===== src/rrrc_pkg.sv =====
// package: register map, field layout, timing constants and types for the ramp/restart block
package rrrc_pkg;

    // register addresses on the serial register port
    localparam logic [9:0] ADDR_RAMP_RATE = 10'h202;
    localparam logic [9:0] ADDR_FREQ_SEL  = 10'h203;
    localparam logic [9:0] ADDR_HOLD_OFF  = 10'h204;

    // writable bit masks; everything else is reserved
    localparam logic [7:0] MASK_RAMP_RATE = 8'hf5;
    localparam logic [7:0] MASK_FREQ_SEL  = 8'h11;
    localparam logic [7:0] MASK_HOLD_OFF  = 8'h0f;
    localparam logic [7:0] RESET_REG      = 8'h00;

    // field positions
    localparam int RATE_FOUR_LSB   = 6;
    localparam int RATE_THREE_LSB  = 4;
    localparam int RATE_TWO_BIT    = 2;
    localparam int RATE_ONE_BIT    = 0;
    localparam int FREQ_BUCK_BIT   = 4;
    localparam int FREQ_BB_BIT     = 0;
    localparam int WAIT_BUCK_LSB   = 2;
    localparam int WAIT_BB_LSB     = 0;

    // channel counts
    localparam int NUM_RAMPS = 4;
    localparam int NUM_CONV  = 2;

    // time base: a 1 us tick from the 125 MHz clock
    localparam int CLK_PERIOD_NS = 8;
    localparam int TICK_NS       = 1000;
    localparam logic [6:0] TICK_CYCLES = 7'(TICK_NS / CLK_PERIOD_NS);

    // soft-start: 128 steps, per-step interval in microseconds
    localparam logic [7:0] RAMP_STEPS = 8'h80;
    localparam logic [6:0] STEP_10_US  = 7'h0a;
    localparam logic [6:0] STEP_20_US  = 7'h14;
    localparam logic [6:0] STEP_40_US  = 7'h28;
    localparam logic [6:0] STEP_100_US = 7'h64;

    // discharge hold-off code that means no wait at all
    localparam logic [1:0] WAIT_CODE_NONE = 2'h3;

    // ramp sequencer states, one-hot
    typedef enum logic [2:0] {
        RRRC_IDLE = 3'b001,
        RRRC_RAMP = 3'b010,
        RRRC_DONE = 3'b100
    } rrrc_ramp_st_t;

    // one soft-start channel
    typedef struct packed {
        rrrc_ramp_st_t st;
        logic [6:0]    ivl;
        logic [7:0]    level;
    } rrrc_ramp_t;

    // the three configuration registers
    typedef struct packed {
        logic [7:0] hold_off;
        logic [7:0] freq;
        logic [7:0] ramp;
    } rrrc_regs_t;

    // all state of the block
    typedef struct packed {
        rrrc_regs_t                  regs;
        logic [7:0]                  rd_data;
        logic [6:0]                  tick_cnt;
        rrrc_ramp_t [NUM_RAMPS-1:0]  ramp;
        logic [NUM_CONV-1:0][15:0]   wait_cnt;
    } rrrc_state_t;

endpackage


===== src/rrrc_top.sv =====
// ramp rate, switching frequency and restart hold-off logic for the regulators
// Function
// regulator four: 128 steps, 2-bit interval select
// regulator three: 128 steps, 2-bit interval select
// regulator two: 10 or 20 us per step
// regulator one: 10 or 20 us per step
// buck frequency: 0 is 440kHz, 1 is 2.2MHz
// buck-boost frequency: 0 is 440kHz, 1 is 2.2MHz
// buck restart waits 50, 20 or 10 ms
// buck-boost restart waits 50, 20 or 10 ms
// code 3 lets the converter restart anytime
// software keeps buck wait not below buck-boost
// reserved bits read zero, ignore writes
// ramp steps once per interval, stops at end
module rrrc_top #(
    parameter logic [15:0] HOLD_50MS_US = 16'hc350,
    parameter logic [15:0] HOLD_20MS_US = 16'h4e20,
    parameter logic [15:0] HOLD_10MS_US = 16'h2710,
    parameter logic [6:0]  TICK_DIV     = rrrc_pkg::TICK_CYCLES
) (
    input  wire logic                                clk_in,
    input  wire logic                                reset_in,
    input  wire logic [9:0]                          reg_addr_in,
    input  wire logic                                reg_wr_in,
    input  wire logic [7:0]                          reg_wdata_in,
    output logic      [7:0]                          reg_rd_data_out,
    input  wire logic [rrrc_pkg::NUM_RAMPS-1:0]      ramp_start_in,
    output logic      [rrrc_pkg::NUM_RAMPS-1:0][7:0] ramp_level_out,
    output logic      [rrrc_pkg::NUM_RAMPS-1:0]      ramp_done_out,
    input  wire logic [rrrc_pkg::NUM_CONV-1:0]       conv_off_in,
    output logic      [rrrc_pkg::NUM_CONV-1:0]       restart_ok_out,
    output logic      [rrrc_pkg::NUM_CONV-1:0]       freq_high_out
);

    rrrc_pkg::rrrc_state_t s_r;
    rrrc_pkg::rrrc_state_t s_nxt;
    logic                  tick;
    logic [rrrc_pkg::NUM_RAMPS-1:0][1:0] rate_code;
    logic [rrrc_pkg::NUM_CONV-1:0][1:0]  wait_code;

    // per-step interval in microseconds for a rate code
    function automatic logic [6:0] step_us(input logic [1:0] code);
        case (code)
            2'h0:    step_us = rrrc_pkg::STEP_10_US;
            2'h1:    step_us = rrrc_pkg::STEP_20_US;
            2'h2:    step_us = rrrc_pkg::STEP_40_US;
            default: step_us = rrrc_pkg::STEP_100_US;
        endcase
    endfunction

    // hold-off length in microseconds for a wait code; code 3 gives zero
    function automatic logic [15:0] hold_us(input logic [1:0] code);
        case (code)
            2'h0:    hold_us = HOLD_50MS_US;
            2'h1:    hold_us = HOLD_20MS_US;
            2'h2:    hold_us = HOLD_10MS_US;
            default: hold_us = 16'h0000;
        endcase
    endfunction

    // field extraction; the one-bit rates only reach the 10/20 us codes
    always_comb begin
        rate_code[3] = s_r.regs.ramp[rrrc_pkg::RATE_FOUR_LSB +: 2];
        rate_code[2] = s_r.regs.ramp[rrrc_pkg::RATE_THREE_LSB +: 2];
        rate_code[1] = {1'b0, s_r.regs.ramp[rrrc_pkg::RATE_TWO_BIT]};
        rate_code[0] = {1'b0, s_r.regs.ramp[rrrc_pkg::RATE_ONE_BIT]};
        wait_code[1] = s_r.regs.hold_off[rrrc_pkg::WAIT_BUCK_LSB +: 2];
        wait_code[0] = s_r.regs.hold_off[rrrc_pkg::WAIT_BB_LSB +: 2];
    end

    // 1 us tick shared by ramps and hold-off timers; divider count kept as a parameter so a full ramp fits a short run
    assign tick = (s_r.tick_cnt == TICK_DIV - 7'h01);

    // next-state logic for the whole block
    always_comb begin
        s_nxt = s_r;
        s_nxt.tick_cnt = tick ? 7'h00 : s_r.tick_cnt + 7'h01;

        // register writes; masking keeps reserved bits at zero
        if (reg_wr_in) begin
            case (reg_addr_in)
                rrrc_pkg::ADDR_RAMP_RATE: s_nxt.regs.ramp = reg_wdata_in & rrrc_pkg::MASK_RAMP_RATE;
                rrrc_pkg::ADDR_FREQ_SEL:  s_nxt.regs.freq = reg_wdata_in & rrrc_pkg::MASK_FREQ_SEL;
                rrrc_pkg::ADDR_HOLD_OFF:  s_nxt.regs.hold_off = reg_wdata_in & rrrc_pkg::MASK_HOLD_OFF;
                default: ;
            endcase
        end

        // registered read; unmapped addresses read zero
        case (reg_addr_in)
            rrrc_pkg::ADDR_RAMP_RATE: s_nxt.rd_data = s_r.regs.ramp;
            rrrc_pkg::ADDR_FREQ_SEL:  s_nxt.rd_data = s_r.regs.freq;
            rrrc_pkg::ADDR_HOLD_OFF:  s_nxt.rd_data = s_r.regs.hold_off;
            default:                  s_nxt.rd_data = rrrc_pkg::RESET_REG;
        endcase

        // soft-start sequencers; a rate change mid-ramp applies to the step in progress
        for (int i = 0; i < rrrc_pkg::NUM_RAMPS; i++) begin
            if (ramp_start_in[i]) begin
                s_nxt.ramp[i].st = rrrc_pkg::RRRC_RAMP;
                s_nxt.ramp[i].ivl = 7'h00;
                s_nxt.ramp[i].level = 8'h00;
            end else begin
                case (s_r.ramp[i].st)
                    rrrc_pkg::RRRC_RAMP: begin
                        if (tick) begin
                            if (s_r.ramp[i].ivl >= step_us(rate_code[i]) - 7'h01) begin
                                s_nxt.ramp[i].ivl = 7'h00;
                                s_nxt.ramp[i].level = s_r.ramp[i].level + 8'h01;
                                if (s_r.ramp[i].level == rrrc_pkg::RAMP_STEPS - 8'h01) begin
                                    s_nxt.ramp[i].st = rrrc_pkg::RRRC_DONE;
                                end
                            end else begin
                                s_nxt.ramp[i].ivl = s_r.ramp[i].ivl + 7'h01;
                            end
                        end
                    end
                    rrrc_pkg::RRRC_IDLE: ;
                    rrrc_pkg::RRRC_DONE: ;
                    default: s_nxt.ramp[i].st = rrrc_pkg::RRRC_IDLE;
                endcase
            end
        end

        // discharge hold-off: loaded when the converter turns off, counts down in us
        for (int c = 0; c < rrrc_pkg::NUM_CONV; c++) begin
            if (conv_off_in[c]) begin
                s_nxt.wait_cnt[c] = hold_us(wait_code[c]);
            end else if (tick && s_r.wait_cnt[c] != 16'h0000) begin
                s_nxt.wait_cnt[c] = s_r.wait_cnt[c] - 16'h0001;
            end
        end
    end

    // state register
    always_ff @(posedge clk_in) begin
        if (reset_in) begin
            s_r <= '0;
            for (int i = 0; i < rrrc_pkg::NUM_RAMPS; i++) begin
                s_r.ramp[i].st <= rrrc_pkg::RRRC_IDLE;
            end
        end else begin
            s_r <= s_nxt;
        end
    end

    // outputs straight from state
    assign reg_rd_data_out = s_r.rd_data;
    assign freq_high_out[1] = s_r.regs.freq[rrrc_pkg::FREQ_BUCK_BIT];
    assign freq_high_out[0] = s_r.regs.freq[rrrc_pkg::FREQ_BB_BIT];

    // per-channel status; code 3 bypasses the timer even if it was mid-count
    generate
        for (genvar g = 0; g < rrrc_pkg::NUM_RAMPS; g++) begin : g_ramp
            assign ramp_level_out[g] = s_r.ramp[g].level;
            assign ramp_done_out[g] = (s_r.ramp[g].st == rrrc_pkg::RRRC_DONE);
        end
        for (genvar c = 0; c < rrrc_pkg::NUM_CONV; c++) begin : g_conv
            assign restart_ok_out[c] = (wait_code[c] == rrrc_pkg::WAIT_CODE_NONE)
                                     || (s_r.wait_cnt[c] == 16'h0000);
        end
    endgenerate

endmodule


===== config.mk =====
export PLATFORM = sky130hd
export DESIGN_NAME = rrrc_top
export DESIGN_NICKNAME = d
export VERILOG_FILES = /design/src/rrrc_pkg.sv /design/src/rrrc_top.sv
export SDC_FILE = /design/constraint.sdc
export NUM_CORES = 1
export LEC_CHECK = 0
export BUFFER_PORTS_ARGS = -buffer_cell sky130_fd_sc_hd__buf_4
export CAP_MARGIN = 5
export CORE_ASPECT_RATIO = 0.8
export CORE_MARGIN = 2
export CORE_UTILIZATION = 64
export CTS_CLUSTER_DIAMETER = 40
export DETAILED_ROUTE_END_ITERATION = 8
export PLACE_DENSITY = 0.93
export SLEW_MARGIN = 20
export SYNTH_ARGS = -nofsm -noshare
export SYNTH_HDL_FRONTEND = slang
export SYNTH_SLANG_ARGS = --single-unit

===== constraint.sdc =====
create_clock -name clk_in -period 6.2 [get_ports clk_in]
set_clock_uncertainty 0.1 [all_clocks]
set_input_delay 0.62 -clock clk_in [delete_from_list [all_inputs] [get_ports clk_in]]
set_output_delay 0.62 -clock clk_in [all_outputs]
set_load 0.03 [all_outputs]

==> results of run 1 <==
==> power breakdown <==
part	total (uW)	switching, uW	internal [uW]
Sequential	868	12.8	855
Clock	1020	358	657
Combinational	100	61.3	38.7
Total	1980	432	1550
==> registers in the layout, indices dropped and copies added (netlist names) <==
register         cells
s_r                 83
ramp_level_out      32
reg_rd_data_out      8
rate_code            6
freq_high_out        2
==> placed cells by master (no fill, tap or decap), drive strengths merged, types with 3 or more instances in the layout <==
master / n
dfxtp: 131
clkinvlp: 4
and3: 14
nor4: 14
nand2b: 8
or2: 9
a211oi: 9
or3: 10
nor3b: 8
a31oi: 8
a21oi: 47
o221a: 3
or3b: 3
o31ai: 16
xnor2: 16
nand3: 38
o21ai: 12
o211ai: 7
and4: 9
o21a: 8
nand2: 65
nor2b: 4
a2111oi: 3
nand4: 18
clkbuf: 21
bufinv: 3
inv: 25
or4: 18
buf: 76
o311ai: 3
ha: 40
nor2: 81
xor2: 35
and2: 6
mux2i: 15
nor3: 33
a21o: 4
==> final cells by class <==
| class | instances | area (um2) | share of cell area |
|---|---|---|---|
| Clock buffer | 21 | 470 | 0.0594 |
| Timing Repair Buffer | 76 | 571 | 0.0721 |
| Clock inverter | 9 | 130 | 0.0164 |
| Tap cell | 144 | 180 | 0.0228 |
| Sequential cell | 131 | 2620 | 0.331 |
| Multi-Input combinational cell | 589 | 3850 | 0.486 |
| Inverter | 25 | 93.8 | 0.0119 |
==> final timing paths <==
kind	end	slack [ps]	cells past startpoint
hold / removal	s_r[65]	330	2
hold reg to reg	s_r[46]	370	2
setup reg to reg	s_r[20]	3680	7
setup / recovery	restart_ok_out[1]	3030	6
==> synthesized netlist by cell type (18+ instances only) <==
cell,count,area share
dfxtp_1,131,0.37
nand4_1,18,0.016
nor2_1,81,0.043
ha_1,40,0.071
xor2_1,35,0.044
clkbuf_1,27,0.014
inv_1,25,0.013
nand2_1,65,0.035
a21oi_1,47,0.034
nor3_1,33,0.024
buf_4,42,0.045
nand3_1,38,0.027
==> stage by stage <==
step	total power [uW]	hold slack [ps]
after floorplan	949	332
after global placement	979	353
after detailed placement	982	359
after CTS	1990	317
after global routing	2050	328
final	1980	330
==> routing by layer <==
layer / GRT usage / share of wire
met4: 0.121 / 0.031
met5: 0 / 0
met2: 0.435 / 0.45
met1: 0.370 / 0.44
met3: 0.0710 / 0.072
==> cell families (layout without fill, tap and decap cells) <==
family,after synthesis,in the layout,share of synthesized area
DFF,131,131,0.374
adders and majority gates,40,40,0.0714
xor gates and xnor gates,51,51,0.0637
and+or+nand+nor,343,343,0.255
muxes,16,16,0.0230
buffers and inverters,101,131,0.0776
AOI/OAI and AO/OA,139,139,0.135
==> metrics.md, run 1 <==
| Metric | Value |
|---|---|
| Fmax | ~0.32 GHz |
| Synth Flop Type | dfxtp_1 |
| Final WS setup | slightly above 3000 ps |
| Vias in the first global route | ~5700 |
| Clock latency on the worst-skew pair | ~420 ps |
| Nets@finish | 907 |
| Number of setup violations in the final report | 0 |
| Largest net degree at the start of global routing | 47 |
| Global-route wire length before repair | 26.9 mm |
| Worst slew pin tran | 793 ps |
| CP max stage cell | nor3b_1 |
| P&R area growth vs syn | 12.8% |
| Slew Limit Fails | 0 |
| Residual DRC | 0 |
| Cells along the critical path | inv_1 -> ha_1 -> nor3b_1 -> nand4_1 -> o21bai_1 -> buf_4 |
| Total track usage | 0.281 |
| Hold Path Origin | ramp_start_in[1] |
| FF-to-FF Start | s_r[16] |
| CP peak stage delay | approximately 550 ps |
| Syn avg cell area | about 8.5 um2 |
| Max clock buf depth | 2 |
| Sink Count | 131 |
| #FFs+latches synth | ~130 |
| Cts bufs inserted | 17 |
| Critical path origin | s_r[16] |
| Synth Instances | 821 |
| Slew headroom | 0.467 |
| Clk root buf | clkbuf_16 |
| Yosys cell types | 65 |
| Crit start category | flop |
| Share of the clock period used by the worst path | 0.511 |
| Outcome | completed |
| Net Count, Synth | 888 |
| Max H-tree Level | 4 |
| Vias | approximately 6100 |
| EDFF count, synth | 0 |
| Drt pass-1 iters | 5 |
| Core Util, Final | 0.735 |
| CTS tree | built |
| Dpl ws | 3490 ps |
| Critical path fanouts, max | 9 |
| Routed Antenna Nets | 0 |
| Tmin final | around 3200 ps |
| Core ar. | approximately 11000 um2 |
| DR vias/cell | ~6 |
| Final Hold Fails | 0 |
| Total grt overflow | 0 |
| Post-CTS setup buffers | 0 |
| Die width | roughly 120 um |
| First DRT Iteration DRCs | ~520 |
| Synth async-reset ratio | 0 |
| RSZ-0062 raised after global routing | no |
| Initial antenna violation count | 0 |
| Critical path endpoint category | primary output |
| Rows | 34 |
| Max Cap Viol | 0 |
| Sum of negative setup slack | 0 ps |
| Clock Pin Slew Worst Setup and Hold Paths | approximately 50 ps |
| CTS Hold Bufs | 0 |
| DP Area | around 7300 um2 |
| Placed insts | ~970 |
| Worst ir drop on vdd | between 0.2 and 0.25 mV |
| Worst hold path class | in2reg |
| IO Pins | 75 |
| Pwr Density | 251 nW/um2 |
| Port Buffer Count | 74 |
| Post-Syn Area | around 7000 um2 |
| Layout cells sized above 1 | 0.142 |
| Register area share after synthesis | 0.374 |
| Critical path data required time | 5480 ps |
| Final instance area | about 7900 um2 |
| Ys Warns | 0 |
| LEAKAGE | just over 0.003 uW |
| ANT cells | 0 |
| DRT Wirelength | around 16 mm |
| Gpl congestion | between 0.9 and 1 |
| Non-Filler Instances | roughly 1000 |
| Buf/Inv on CP | 2 |
| WP data arrival | between 2000 and 2500 ps |
| Initial Util | 0.652 |
| Cts repair resizes | 0 |
| Hpwl dp | 11.3 mm |
| DR WL/cell | about 16 um |
| Crit-path leading delay family | simple AND/OR/NAND/NOR gates |
| Setup CP Type | reg2out |
| Die area | ~12000 um2 |
| FILL cells | 747 |
| Die extent in y | about 100 um |
No activity file was read; power rests on OpenSTA's default activity.
==> run 2, diff against run 1 <==
--- a/config.mk
+++ b/config.mk
@@ -9,10 +9,10 @@
 export CAP_MARGIN = 5
 export CORE_ASPECT_RATIO = 0.8
 export CORE_MARGIN = 2
-export CORE_UTILIZATION = 64
+export CORE_UTILIZATION = 59
 export CTS_CLUSTER_DIAMETER = 40
 export DETAILED_ROUTE_END_ITERATION = 8
-export PLACE_DENSITY = 0.93
+export PLACE_DENSITY = 0.87
 export SLEW_MARGIN = 20
 export SYNTH_ARGS = -nofsm -noshare
 export SYNTH_HDL_FRONTEND = slang
==> constraint.sdc (replaced) <==
create_clock -name clk_in -period 3.1 [get_ports clk_in]
set_clock_uncertainty 0.1 [all_clocks]
set_input_delay 0.31 -clock clk_in [delete_from_list [all_inputs] [get_ports clk_in]]
set_output_delay 0.31 -clock clk_in [all_outputs]
set_load 0.03 [all_outputs]
==> metrics.md, run 2 (same netlist as run 1, synthesis figures left out) <==
| Metric | Value |
|---|---|
| ANT cells | 0 |
| Critical path fanouts, max | 6 |
| Commonest non-fill, non-tap cell in the layout | dfxtp_1 |
| Share of the clock period used by the worst path | 0.868 |
| Worst ir drop on vdd | 0.386 mV |
| Sink Count | roughly 130 |
| Total grt overflow | 0 |
| Routed Antenna Nets | 0 |
| Die width | around 130 um |
| Initial antenna violation count | 0 |
| Hold Path Origin | ramp_start_in[2] |
| Clock latency on the worst-skew pair | between 400 and 500 ps |
| Number of setup violations in the final report | 0 |
| Port Buffer Count | 74 |
| LEAKAGE | between 0.003 and 0.004 uW |
| Residual DRC | 0 |
| Pwr Density | 509 nW/um2 |
| Vias | slightly above 6000 |
| Biggest register | s_r |
| Cts repair resizes | 0 |
| FILL cells | between 800 and 900 |
| Slew Limit Fails | 0 |
| Critical path data required time | roughly 2700 ps |
| FF-to-FF Start | s_r[0] |
| Core Util, Final | 0.693 |
| Commonest non-fill, non-tap cells in the layout | 131 x dfxtp_1, 82 x buf_4, 81 x nor2_1 |
| Sum of negative setup slack | 0 ps |
| Worst hold path class | in2reg |
| Cts bufs inserted | 17 |
| Largest net degree at the start of global routing | between 40 and 50 |
| Tmin final | around 2700 ps |
| Initial Util | 0.607 |
| Drt pass-1 iters | 5 |
| Non-Filler Instances | ~1000 |
| Nets@finish | 914 |
| Vias in the first global route | 5548 |
| CTS tree | built |
| Slew headroom | 0.562 |
| Core ar. | 11600 um2 |
| Gpl congestion | 0.933 |
| IO Pins | 75 |
| Max Cap Viol | 0 |
| Reg2Reg Depth | 7 |
| Clock Pin Slew Worst Setup and Hold Paths | about 60 ps |
| Die area | roughly 13000 um2 |
| Outcome | completed |
| Critical path endpoint category | primary output |
| First DRT Iteration DRCs | approximately 530 |
| Final total power | approximately 4000 uW |
| Placed insts | between 900 and 1000 |
| Crit start category | flop |
| Final instance area | roughly 8000 um2 |
| Largest register FFs | 83 |
| Register area | 2620 um2 |
| Global-route wire length before repair | between 20 and 30 mm |
| Fmax | 0.372 GHz |
| Hold Path Sink | s_r[83] |
| DP Area | between 7000 and 8000 um2 |
| Clk root buf | clkbuf_16 |
| P&R area growth vs syn | 14.2% |
| Multi-input gate area | ~3800 um2 |
| Hpwl dp | about 11 mm |
| Setup CP Type | reg2out |
| R2r setup slk | around 680 ps |
| WP data arrival | about 2300 ps |
| Rows | 35 |
| Max clock buf depth | 2 |
| DR vias/cell | 5.98 |
| RSZ-0062 raised after global routing | no |
| Total track usage | 0.256 |
| R2R Path End | s_r[4] |
| DRT Wirelength | roughly 16 mm |
| Max H-tree Level | 4 |
| Die extent in y | 102 um |
| Worst slew pin tran | between 600 and 700 ps |
| DR WL/cell | between 15 and 20 um |
| Layout cells sized above 1 | 0.150 |
| Hold depth | 2 |
| Final Hold Fails | 0 |
[run 2: changes by cell type in the layout (fill, tap and decap cells not counted), sizes merged]
| cell | change |
|---|---|
| bufinv | +1 |
| clkbuf | -1 |
| buf | +6 |
| clkinv | +1 |
| clkinvlp | +1 |
| dlygate4sd3 | +1 |
[run 2: worst max-delay path, cell delays in order, from the launching register on]
cell and delay [ps]:
dfxtp_1 340, inv_1 70, ha_1 300, or3b_1 470
nor2_1 320, a21o_1 190, buf_4 160
[run 2: final cells by class]
class	count	area share
multi-input combinational	589	0.480
tap	148	0.0231
clock inverter	12	0.0225
clock buffer	20	0.0570
inverter	25	0.0117
timing repair buffer	83	0.0781
sequential	131	0.327
[run 2: worst max-delay path by stage]
stage,endpoint,startpoint,slack [ps]
detailed placement,rate_code[2],reg_addr_in[7],700
finish,restart_ok_out[0],s_r[0],410
CTS,restart_ok_out[0],s_r[0],440
global placement,rate_code[4],reg_addr_in[7],790
floorplan,s_r[97],rate_code[6],940
global route,restart_ok_out[1],s_r[26],280
[run 2: timing repair]
item | in CTS | in global routing
hold buffers | 1 | 0
buffers inserted | 0 | 0
hold endpoints to repair | 1 | 0
[run 2: per-layer routing]
metal / vias to the layer above / GRT usage / wire, um
met2: 235 / 0.415 / 7440
li1: 2962 / - / -
met3: 36 / 0.0623 / 1200
met4: 0 / 0.0989 / 366
met5: - / 0 / 0
met1: 2799 / 0.334 / 7160
[run 2: metrics by stage]
step	setup WS (ps)	hold WS [ps]
floorplan	943	317
global placement	786	343
detailed placement	705	362
CTS	438	24.2
global route	281	40.2
finish	408	35.4
[run 2: power breakdown]
part | internal (uW) | switching, uW
clock network | 1390 | 752
logic | 79.1 | 121
registers | 1710 | 26.2
total | 3180 | 899
